### src/logic/profiler_pkg.sv
// constants and types shared by the move profiler files
package profiler_pkg;
	localparam int          CLK_HZ         = 25000000;
	localparam logic [15:0] END_VEL_RST    = 16'h0FA0; // 4000 steps per second
	localparam logic [15:0] BEGIN_VEL_RST  = 16'h012C; // 300 steps per second
	localparam logic [15:0] SLOPE_RST      = 16'h000A; // 10 sps per step
	localparam logic [31:0] STD_MAX_TARGET = 32'h0000FFFE; // 65534
	localparam logic [31:0] WIDE_MAX_TGT   = 32'h7FFFFFFE; // 2,147,483,646
	localparam int          PULSE_NS       = 2000; // step pulse high time
	localparam int          PULSE_CYC      = (PULSE_NS * (CLK_HZ / 1000000) + 999) / 1000;
	localparam int          SETUP_NS       = 1000; // direction setup before pulse
	localparam int          SETUP_CYC      = (SETUP_NS * (CLK_HZ / 1000000) + 999) / 1000;
	localparam int          DIV_BITS       = 32;
	typedef enum logic [2:0] {ST_IDLE, ST_DIVIDE, ST_PLAN, ST_SETUP, ST_PULSE, ST_GAP} move_state_t;
endpackage

### src/logic/step_divider_if.sv
// handshake bundle between the profiler and its serial divider
`timescale 1ns/1ps
interface step_divider_if;
	logic        start;
	logic [31:0] dividend;
	logic [31:0] divisor;
	logic        done;
	logic [31:0] quotient;
	modport master (output start, output dividend, output divisor, input done, input quotient);
	modport slave  (input start, input dividend, input divisor, output done, output quotient);
endinterface

### src/logic/serial_divider.sv
// restoring unsigned divider, one quotient bit per clock
`timescale 1ns/1ps
module serial_divider
(
	input  wire logic      clk,
	input  wire logic      reset,
	step_divider_if.slave  div
);
	logic [31:0] rem_reg;
	logic [31:0] quo_reg;
	logic [5:0]  cnt_reg;
	logic        busy_reg;
	logic        done_reg;
	logic [32:0] trial;
	logic [32:0] shifted;

	// shift in next dividend bit and try subtract
	assign shifted = {rem_reg, quo_reg[31]};
	assign trial   = shifted - {1'b0, div.divisor};
	assign div.done     = done_reg;
	assign div.quotient = quo_reg;

	// divide by zero yields all ones; caller never asks for it
	always_ff @(posedge clk or posedge reset)
	begin
		if (reset)
		begin
			rem_reg  <= 32'h00000000;
			quo_reg  <= 32'h00000000;
			cnt_reg  <= 6'h00;
			busy_reg <= 1'b0;
			done_reg <= 1'b0;
		end
		else if (div.start && !busy_reg)
		begin
			rem_reg  <= 32'h00000000;
			quo_reg  <= div.dividend;
			cnt_reg  <= 6'h20;
			busy_reg <= 1'b1;
			done_reg <= 1'b0;
		end
		else if (busy_reg)
		begin
			rem_reg  <= trial[32] ? shifted[31:0] : trial[31:0];
			quo_reg  <= {quo_reg[30:0], ~trial[32]};
			cnt_reg  <= cnt_reg - 6'h01;
			busy_reg <= (cnt_reg != 6'h01);
			done_reg <= (cnt_reg == 6'h01);
		end
		else
			done_reg <= 1'b0;
	end
endmodule

### src/logic/trapezoid_move_profiler.sv
// trapezoidal step and direction profile generator for one axis
// Function
// - each move starts at the beginning velocity and changes it by slope per step up, then down by slope per step.
// - velocity change is end velocity minus beginning velocity, or zero when end velocity is not above beginning velocity.
// - single ramp step count is velocity change divided by slope.
// - combined ramp step count is twice the single ramp count.
// - constant velocity steps are move length minus combined ramp count.
// - a short move never reaches end velocity and splits into half ramp up, half ramp down.
// - a zero slope gives a move with no ramps at the beginning velocity.
// - travel distance is the difference of position counter and target.
// - a higher target drives toward the limit end, a lower one toward home.
// - standard targets lie in 0..65534, at most 65534 steps per move.
// - wide option targets lie in +/-2,147,483,646.
// - a relative move overwrites the position counter then moves absolutely.
// - after a relative move the position counter reads zero.
// - a 32-bit signed accumulated position is kept and never cleared by relative moves.
// - after reset end velocity 4000, beginning velocity 300 and slope 10 are loaded.
`timescale 1ns/1ps
module trapezoid_move_profiler
(
	input  wire logic        clk,
	input  wire logic        reset,
	input  wire logic        wide_mode,
	input  wire logic        param_load,
	input  wire logic [15:0] end_vel_in,
	input  wire logic [15:0] begin_vel_in,
	input  wire logic [15:0] slope_in,
	input  wire logic        move_start,
	input  wire logic        move_relative,
	input  wire logic [31:0] move_target,
	output logic             move_ready,
	output logic             move_rejected,
	output logic             step_out,
	output logic             dir_out,
	output logic             busy,
	output logic [31:0]      position,
	output logic [31:0]      accumulated_position_register,
	output logic [15:0]      velocity
);
	step_divider_if div_bus();

	serial_divider u_div
	(
		.clk   (clk),
		.reset (reset),
		.div   (div_bus.slave)
	);

	profiler_pkg::move_state_t state_reg;
	logic [15:0] end_vel_reg;
	logic [15:0] begin_vel_reg;
	logic [15:0] slope_reg;
	logic [31:0] pos_reg;
	logic [31:0] acc_reg;
	logic [31:0] target_reg;
	logic [31:0] length_reg;
	logic [31:0] ramp_reg;
	logic [31:0] const_reg;
	logic [31:0] done_steps_reg;
	logic [15:0] vel_reg;
	logic        dir_reg;
	logic        step_reg;
	logic        rej_reg;
	logic        div_go_reg;
	logic [31:0] timer_reg;
	logic [31:0] pos_base;
	logic [31:0] target_base;
	logic [31:0] distance;
	logic        toward_limit;
	logic        target_ok;
	logic [31:0] vel_delta;
	logic [31:0] combined_ramp_steps;
	logic [31:0] move_length_steps;
	logic [31:0] half_len;
	logic [31:0] interval_cyc;
	logic [31:0] steps_left;
	logic        in_accel;
	logic        in_decel;
	logic [15:0] vel_next;

	function automatic logic [31:0] abs_diff(input logic [31:0] a, input logic [31:0] b);
		return ($signed(a) > $signed(b)) ? a - b : b - a;
	endfunction

	// relative moves preload the counter with the negated distance and then run to zero;
	// the old counter content is lost on purpose, the accumulated count keeps the history
	assign pos_base     = move_relative ? 32'h00000000 - move_target : pos_reg;
	assign target_base  = move_relative ? 32'h00000000 : move_target;
	assign toward_limit = $signed(target_reg) > $signed(pos_reg);
	assign distance     = abs_diff(target_reg, pos_reg);
	assign move_length_steps = distance;
	assign target_ok    = wide_mode
		? ($signed(move_target) <= $signed(profiler_pkg::WIDE_MAX_TGT)
			&& $signed(move_target) >= -$signed(profiler_pkg::WIDE_MAX_TGT))
		: (move_target <= profiler_pkg::STD_MAX_TARGET);
	assign vel_delta    = (end_vel_reg > begin_vel_reg) ? {16'h0000, end_vel_reg - begin_vel_reg}
		: 32'h00000000;
	assign combined_ramp_steps = {ramp_reg[30:0], 1'b0};
	assign half_len     = {1'b0, move_length_steps[31:1]};
	assign steps_left   = length_reg - done_steps_reg;
	// step k of a ramp of r runs at begin + slope * min(k - 1, steps after it, r), so the
	// rate climbs while the done count is inside the ramp and short of the midpoint and
	// falls once the remaining count is inside the ramp and past it; never below begin
	assign in_accel     = (done_steps_reg <= ramp_reg) && (done_steps_reg < steps_left);
	assign in_decel     = (steps_left != 32'h00000000) && (steps_left <= ramp_reg)
		&& (steps_left < done_steps_reg);
	assign vel_next     = in_decel ? vel_reg - slope_reg
		: (in_accel ? vel_reg + slope_reg : vel_reg);
	assign interval_cyc = (vel_reg == 16'h0000) ? 32'(profiler_pkg::CLK_HZ)
		: 32'(profiler_pkg::CLK_HZ) / {16'h0000, vel_reg};

	assign div_bus.start    = div_go_reg;
	assign div_bus.dividend = vel_delta;
	assign div_bus.divisor  = {16'h0000, slope_reg};

	assign move_ready    = (state_reg == profiler_pkg::ST_IDLE);
	assign move_rejected = rej_reg;
	assign step_out      = step_reg;
	assign dir_out       = dir_reg;
	assign busy          = !move_ready;
	assign position      = pos_reg;
	assign accumulated_position_register = acc_reg;
	assign velocity      = vel_reg;

	// profile parameters with reset defaults
	always_ff @(posedge clk or posedge reset)
	begin
		if (reset)
		begin
			end_vel_reg   <= profiler_pkg::END_VEL_RST;
			begin_vel_reg <= profiler_pkg::BEGIN_VEL_RST;
			slope_reg     <= profiler_pkg::SLOPE_RST;
		end
		else if (param_load && move_ready)
		begin
			end_vel_reg   <= end_vel_in;
			begin_vel_reg <= begin_vel_in;
			slope_reg     <= slope_in;
		end
	end

	// move sequencer: divide, plan, then setup/pulse/gap per step
	always_ff @(posedge clk or posedge reset)
	begin
		if (reset)
		begin
			state_reg      <= profiler_pkg::ST_IDLE;
			pos_reg        <= 32'h00000000;
			acc_reg        <= 32'h00000000;
			target_reg     <= 32'h00000000;
			length_reg     <= 32'h00000000;
			ramp_reg       <= 32'h00000000;
			const_reg      <= 32'h00000000;
			done_steps_reg <= 32'h00000000;
			vel_reg        <= 16'h0000;
			dir_reg        <= 1'b0;
			step_reg       <= 1'b0;
			rej_reg        <= 1'b0;
			div_go_reg     <= 1'b0;
			timer_reg      <= 32'h00000000;
		end
		else
		begin
			rej_reg    <= 1'b0;
			div_go_reg <= 1'b0;
			case (state_reg)
				profiler_pkg::ST_IDLE:
				begin
					if (move_start && !target_ok)
						rej_reg <= 1'b1;
					else if (move_start)
					begin
						pos_reg    <= pos_base;
						target_reg <= target_base;
						div_go_reg <= (slope_reg != 16'h0000);
						state_reg  <= (slope_reg != 16'h0000) ? profiler_pkg::ST_DIVIDE
							: profiler_pkg::ST_PLAN;
						ramp_reg   <= 32'h00000000;
					end
				end
				profiler_pkg::ST_DIVIDE:
				begin
					if (div_bus.done)
					begin
						ramp_reg  <= div_bus.quotient;
						state_reg <= profiler_pkg::ST_PLAN;
					end
				end
				profiler_pkg::ST_PLAN:
				begin
					length_reg     <= move_length_steps;
					dir_reg        <= toward_limit;
					done_steps_reg <= 32'h00000000;
					vel_reg        <= begin_vel_reg;
					timer_reg      <= 32'(profiler_pkg::SETUP_CYC);
					// short move: ramps meet in the middle, top speed never reached
					if (move_length_steps < combined_ramp_steps)
					begin
						ramp_reg  <= half_len;
						const_reg <= 32'h00000000;
					end
					else
						const_reg <= move_length_steps - combined_ramp_steps;
					state_reg <= (move_length_steps == 32'h00000000) ? profiler_pkg::ST_IDLE
						: profiler_pkg::ST_SETUP;
				end
				profiler_pkg::ST_SETUP:
				begin
					// direction already settled, hold it through the pulse
					timer_reg <= timer_reg - 32'h00000001;
					if (timer_reg <= 32'h00000001)
					begin
						step_reg  <= 1'b1;
						timer_reg <= 32'(profiler_pkg::PULSE_CYC);
						state_reg <= profiler_pkg::ST_PULSE;
						pos_reg   <= dir_reg ? pos_reg + 32'h00000001 : pos_reg - 32'h00000001;
						acc_reg   <= dir_reg ? acc_reg + 32'h00000001 : acc_reg - 32'h00000001;
						done_steps_reg <= done_steps_reg + 32'h00000001;
					end
				end
				profiler_pkg::ST_PULSE:
				begin
					timer_reg <= timer_reg - 32'h00000001;
					if (timer_reg <= 32'h00000001)
					begin
						step_reg  <= 1'b0;
						// interval counted from setup start, so gap excludes pulse and setup
						timer_reg <= (interval_cyc > 32'(profiler_pkg::PULSE_CYC + profiler_pkg::SETUP_CYC))
							? interval_cyc - 32'(profiler_pkg::PULSE_CYC + profiler_pkg::SETUP_CYC)
							: 32'h00000001;
						state_reg <= profiler_pkg::ST_GAP;
					end
				end
				profiler_pkg::ST_GAP:
				begin
					timer_reg <= timer_reg - 32'h00000001;
					if (timer_reg <= 32'h00000001)
					begin
						vel_reg   <= vel_next;
						timer_reg <= 32'(profiler_pkg::SETUP_CYC);
						state_reg <= (steps_left == 32'h00000000) ? profiler_pkg::ST_IDLE
							: profiler_pkg::ST_SETUP;
					end
				end
				default:
					state_reg <= profiler_pkg::ST_IDLE;
			endcase
		end
	end
endmodule

### config.mk
export PLATFORM = sky130hd
export DESIGN_NAME = trapezoid_move_profiler
export DESIGN_NICKNAME = d
export VERILOG_FILES = /design/src/logic/profiler_pkg.sv /design/src/logic/step_divider_if.sv /design/src/logic/serial_divider.sv /design/src/logic/trapezoid_move_profiler.sv
export SDC_FILE = /design/constraint.sdc
export NUM_CORES = 2
export LEC_CHECK = 0
export BUFFER_PORTS_ARGS = -buffer_cell sky130_fd_sc_hd__buf_2
export CAP_MARGIN = 10
export CORE_MARGIN = 5
export CORE_UTILIZATION = 55
export DETAILED_ROUTE_END_ITERATION = 7
export PLACE_DENSITY = 0.83
export SYNTH_ARGS = -nofsm -noshare
export SYNTH_HDL_FRONTEND = slang
export SYNTH_SLANG_ARGS = --single-unit
### constraint.sdc
create_clock -name clk -period 108.6 [get_ports clk]
set_clock_uncertainty 0.05 [all_clocks]
set_input_delay 27.15 -clock clk [delete_from_list [all_inputs] [get_ports clk]]
set_output_delay 27.15 -clock clk [all_outputs]
set_load 0.05 [all_outputs]
# Word-level counts from Yosys, hierarchy flattened
# Index checks and enable logic that the tools add are counted.
classes:
  addsub: 16
  div: 1
  order_cmp: 12
  eq_ne: 16
  n_mux: 57
  bitwise: 2
  n_reduce_logical: 31
ops:
  columns: ["operator", "n"]
  rows:
  - ["2-to-1 mux 32 bit", 23]
  - ["one-hot mux 32 bit (2 select lines)", 2]
  - ["one-hot mux 32 bit (4 select lines)", 1]
  - ["adder 32 x 1 -> 32 bit (second input constant)", 3]
  - ["< comparator 32 bit", 3]
  - ["one-hot mux 32 bit (3 select lines)", 1]
  - ["subtractor 32 x 1 -> 32 bit (second input constant)", 3]
  - ["subtractor 32 bit", 3]
  - ["less-or-equal comparator 32 bit", 2]
  - ["zero test 32 bit", 2]
  - ["2-to-1 mux 16 bit", 4]
  - ["subtractor 33 x 16 -> 33 bit", 1]
  - ["divider 25 x 16 -> 32 bit (first input constant)", 1]
  - [">= comparator 32 bit (second input constant)", 1]
  - ["greater-than comparator 32 bit", 1]
  - ["greater-than comparator 32 x 7 -> 1 bit (second input constant)", 1]
  - ["less-or-equal comparator 32 x 1 -> 1 bit (second input constant)", 1]
  - ["less-or-equal comparator 32 x 16 -> 1 bit (second input constant)", 1]
  - ["less-or-equal comparator 32 bit (second input constant)", 1]
  - ["one-hot mux 16 bit (2 select lines)", 1]
  - ["nonzero test 32 bit", 1]
  - ["subtractor 1 x 32 -> 32 bit (first input constant)", 1]
  - ["subtractor 16 bit", 2]
  - ["subtractor 32 x 7 -> 32 bit (second input constant)", 1]
  - ["30 further kinds", 74]
word_totals:
  reg_bits: 367
  in_bits: 86
  output_inout_bits: 85
  wordCells: 156

# Longest topological paths before layout
logic_depth:
  depth_word: 7
  ltp_mapped: 487

# By module
# Synthesis repeated with hierarchy kept, for this count alone.
hier_totals:
  cells_unflattened: 7492
  area_unflattened_um2: 55878.6
by_module_without_submodules:
  columns: ["mod", "n_inst", "cells_per_inst", "area_per_inst_um2", "seq_area_each_um2"]
  rows:
  - ["trapezoid_move_profiler", 1, 6848, 50455.9, 7397.1]
  - ["serial_divider", 1, 644, 5422.7, 1801.7]

# Worst setup path before layout
# OpenSTA, ideal clock, no wires.
synth_path:
  path_type: "register to register"
  from: "reg vel_reg[0], in the netlist velocity[0]"
  to: "reg timer_reg[24]"
  setup_time_ps: 135
  t_arrival_ps: 87658
  t_required_ps: 108415
  slack_ps: 20756
  stages_incl_launch_ff: 464
  path_buffers: 55
  period_less_slack_ps: 87844
  cell_sequence: "dfrtp_1 > buf_2 > buf_2 > inv_1 > clkbuf_1 > clkbuf_1 > buf_1 > ha_1 > buf_4 > nor4b_2 > and3_1 > ha_1 > a21oi_1 > nor3_2 > mux2_2 > nor2_1 > ha_1 > a21oi_1 > (+428 left out) > nor4_1 > o311ai_0 > nor4_1 > nand4_1 > nor4_1 > nand2_1 > nand2_1 > inv_1 > ha_1 > o21ai_1 > a21oi_1 > o21ai_1 > nand4_1 > nor4_1 > nand4_1 > or3_1 > a21oi_1 > o21ai_0"
synth_via:
  elab_chain_cells: 6
  elab_cells_between_ends: 8
synth_rtl:
  columns: ["element", "line_no", "rtl"]
  rows:
  - ["start, declared", "trapezoid_move_profiler.sv:60", "logic [15:0] vel_reg;"]
  - ["start signal, assigned", "trapezoid_move_profiler.sv:194", "vel_reg <= begin_vel_reg;"]
  - ["start signal, assigned", "trapezoid_move_profiler.sv:239", "vel_reg <= vel_next;"]
  - ["divider 25 x 16 -> 32 bit or zero test 16 bit (tied branches)", "trapezoid_move_profiler.sv:110, trapezoid_move_profiler.sv:109", null]
  - ["2-to-1 mux 32 bit *", "trapezoid_move_profiler.sv:109", "assign interval_cyc = (vel_reg == 16'h0000) ? 32'(profiler_pkg::CLK_HZ)"]
  - ["subtractor 32 x 7 -> 32 bit or greater-than comparator 32 x 7 -> 1 bit (tied branches)", "trapezoid_move_profiler.sv:229, trapezoid_move_profiler.sv:228", null]
  - ["2-to-1 mux 32 bit *", "trapezoid_move_profiler.sv:229", "? interval_cyc - 32'(profiler_pkg::PULSE_CYC + profiler_pkg::SETUP_CYC)"]
  - ["2-to-1 mux 32 bit *", "trapezoid_move_profiler.sv:224", "if (timer_reg <= 32'h00000001)"]
  - ["one-hot mux 32 bit (4 select lines) *", "trapezoid_move_profiler.sv:166", "case (state_reg)"]
  - ["end signal, assigned", "trapezoid_move_profiler.sv:223", "timer_reg <= timer_reg - 32'h00000001;"]
  - ["end signal, assigned", "trapezoid_move_profiler.sv:228", "timer_reg <= (interval_cyc > 32'(profiler_pkg::PULSE_CYC + profiler_pkg::SETUP_CYC))"]
  - ["end signal, assigned", "trapezoid_move_profiler.sv:236", "timer_reg <= timer_reg - 32'h00000001;"]
  - ["end, declared", "trapezoid_move_profiler.sv:65", "logic [31:0] timer_reg;"]
# Every way passes the cells marked *; elsewhere a longest branch is shown, timed or not.
# A chain may end at the register's enable or synchronous reset.

# Final worst setup path
layout_path:
  from: "reg vel_reg[1], in the netlist velocity[1]"
  to: "reg timer_reg[24]"
# The elaborated chain is that of the path after synthesis.

==> run_results.csv <==
group,metric,value,unit
cells_and_area,area_growth_syn_to_layout,6.48,%
critical_path,ff2ff_setup_slack,10340,ps
sta,period_share,90.5,%
sta,finalSetupTns,0,ps
detailed_routing,drtIter0Drc,6034,
global_route,grt_pass1_vias,53700,
global_route,overflow,0,
yosys,yosysTopAreaCell,"dfrtp_1",
global_route,grt_max_degree,109,
place,dp.cells,8581,
cells_and_area,final_common_cell,"a21oi_1",
floorplanning,core-area,98700,µm²
cells_and_area,fin_area,58300,µm²
cells_and_area,finish.cell_count_without_fillers,8663,
cts,cts_root_buffer,"clkbuf_16",
detailed_routing,viasPerCell,6.56,
sta,worst_slew_pin_slew,1290,ps
hold_path,hp-class,"flop to flop",
detailed_routing,wl_per_cell,20.9,µm
detailed_routing,drtPass1Iterations,6,
floorplanning,die_area,106000,µm²
critical_path,path_class,"flop to flop",
pwr,ir_drop,0.0166,mV
place,portBuffers,170,
yosys,yosysWarnings,0,
yosys,ys_types,134,
place,dp.final_hpwl,139000,µm
floorplanning,die_y,326,µm
yosys,synth_cells,7312,
cts,cts.hold.buffers_added,0,
cts,insertion_delay,610,ps
job,max_cap_violations,0,
global_route,grt_usage,32.4,%
critical_path,cp_slowest_stage_delay,790,ps
cells_and_area,layout_common_cells,"728 x a21oi_1, 696 x ha_1, 646 x nand2_1",
cells_and_area,fin_nets,8131,
yosys,syn_area_per_cell,7.49,µm²
global_route,grt_pass1_wl,287000,µm
sta,max_freq,10.2,MHz
sta,worst_slack,10340,ps
cts,cts_made_buffers,43,
detailed_routing,routed_wl,181000,µm
hold_path,min_from,"accumulated_position_register[31]$_DFFE_PP0P_",
cts,cts_sinks,367,
critical_path,cp.arrival,98660,ps
hold_path,min_to,"accumulated_position_register[31]$_DFFE_PP0P_",
place,dp_slack,12470,ps
yosys,synth_top_area_share,16.2,%
place,dpl-instance-area,56800,µm²
critical_path,crit-reg2reg-launch,"velocity[1]$_DFFE_PP0P_",
hold_path,worst_hold_path.num_cells,1,
detailed_routing,postRouteAntennaNets,0,
yosys,synth-seq-area-share,16.8,%
cells_and_area,drive_gt1_share,7.69,%
cts,postCtsSetupRepairBufs,0,
cts,clock_path_buffers,3,
sta,maxSlewViolCount,0,
yosys,ys_ff_latch,367,
floorplanning,rows,115,
global_route,antenna_found_initial,3,
sta,layout_min_cycle_time,98260,ps
cts,htree_levels,2,
pwr,powerDensity,6.40,nW/µm²
yosys,syn_nets,8102,
yosys,synthesis.area,54800,µm²
critical_path,crit_path_frequent_cell,"o21ai_0",
sta,setup_violations,0,
cts,cts_resized,0,
critical_path,start_kind,"flop",
yosys,synthArstFlopShare,100,%
floorplanning,initial_core_util,55.5,%
cts,cts_tree,"yes",
pwr,leakagePower,26.1,nW
critical_path,cp.required,109000,ps
floorplanning,ioPinCount,171,
critical_path,r2r.worst_path.cells,428,
detailed_routing,vias,56800,
critical_path,cp_max_fo,35,
critical_path,slowest_stage,"a41oi_1",
sta,hold_viol_final,0,
sta,relSlewSlack,14.2,%
place,place_congestion,1.02,
yosys,synth_flop_cell,"dfrtp_1",
floorplanning,dieWidth,326,µm
critical_path,cp-end-kind,"flop",
detailed_routing,drc,0,
yosys,yosys-top-cells-area,"dfrtp_1 16%, ha_1 16%, a21oi_1 6.7%",
outcome,status,"complete, no violations",
cts,path_clk_slew,70,ps
sta,rsz0062_at_grt,"no",
yosys,synth_edf_count,0,
critical_path,r2r-end,"timer_reg[24]$_DFFE_PP0P_",
layout make-up:
cell class,instances,area (µm²)
antenna,3,7.51
clock buffer,55,1190
multi-input combinational,6251,43000
sequential,367,9200
clock inverter,22,308
timing repair buffer,242,1390
inverter,436,1640
fill,8924,40400
tap,1287,1610
stage by stage:
step / util (%) / power, mW / hold WS, ps
after global placement: 57.6 / 0.213 / 396
after floorplan: - / 0.194 / 372
after detailed placement: 57.6 / 0.215 / 406
after global routing: 59.1 / 0.387 / 423
final: 59.1 / 0.373 / 418
after CTS: 59.1 / 0.373 / 420
synthesized netlist by cell type (80+ instances only):
| cell | n |
|---|---|
| xor2_1 | 157 |
| xnor2_1 | 332 |
| a21o_1 | 289 |
| nor2b_1 | 85 |
| nand3_1 | 161 |
| ha_1 | 696 |
| a21oi_1 | 728 |
| nand2b_1 | 160 |
| nor3_1 | 156 |
| o21a_1 | 99 |
| o31ai_1 | 94 |
| o21ai_0 | 549 |
| nand2_1 | 648 |
| dfrtp_1 | 355 |
| o21bai_1 | 104 |
| inv_1 | 436 |
| a211oi_1 | 81 |
| clkbuf_1 | 203 |
| nand4_1 | 114 |
| nor2_1 | 616 |
| mux2_2 | 80 |
where the power goes:
group	switching, mW	internal (mW)
combinational	0.0473	0.0264
sequential	0.00247	0.139
clock	0.0657	0.0926
total	0.116	0.258
cells by family (layout without fill, tap and decap cells):
family                     after synthesis  count (layout)  synth area share [%]
AOI/OAI and AO/OA                     2498            2498                  29.3
and+or+nand+nor                       2393            2393                  21.7
adders and majority gates              705             705                  16.2
buffers and inverters                  694             755                  4.88
xor gates and xnor gates               491             491                  7.88
DFF                                    367             367                  16.8
muxes                                  164             164                  3.21
other                                    0               3                     0
worst max path at each step:
stage	slack, ps	end	start
floorplan	20760	timer_reg[24]$_DFFE_PP0P_	velocity[0]$_DFFE_PP0P_
global placement	16010	timer_reg[24]$_DFFE_PP0P_	velocity[1]$_DFFE_PP0P_
detailed placement	12470	timer_reg[24]$_DFFE_PP0P_	velocity[1]$_DFFE_PP0P_
CTS	11980	timer_reg[24]$_DFFE_PP0P_	velocity[1]$_DFFE_PP0P_
global route	2070	timer_reg[24]$_DFFE_PP0P_	velocity[0]$_DFFE_PP0P_
finish	10340	timer_reg[24]$_DFFE_PP0P_	velocity[1]$_DFFE_PP0P_
routing by layer:
layer | part of all wire, % | up-vias | track usage (%) | wire length (µm)
li1 | - | 26900 | - | -
met1 | 42 | 26700 | 43.9 | 76100
met2 | 44 | 2780 | 51.2 | 78700
met3 | 9.9 | 524 | 6.11 | 18000
met4 | 4.4 | 0 | 12.6 | 7950
met5 | 0 | - | 0 | 0
worst max-delay path: cells and delay by family, from the launching register on:
family,cells,cell delay [ps]
fa+ha+maj,32,11190
compound gates,231,51350
mux,9,3440
flops,1,650
simple gates,143,28460
buf+inv,13,2690
No activity file was read; power rests on OpenSTA's default activity.
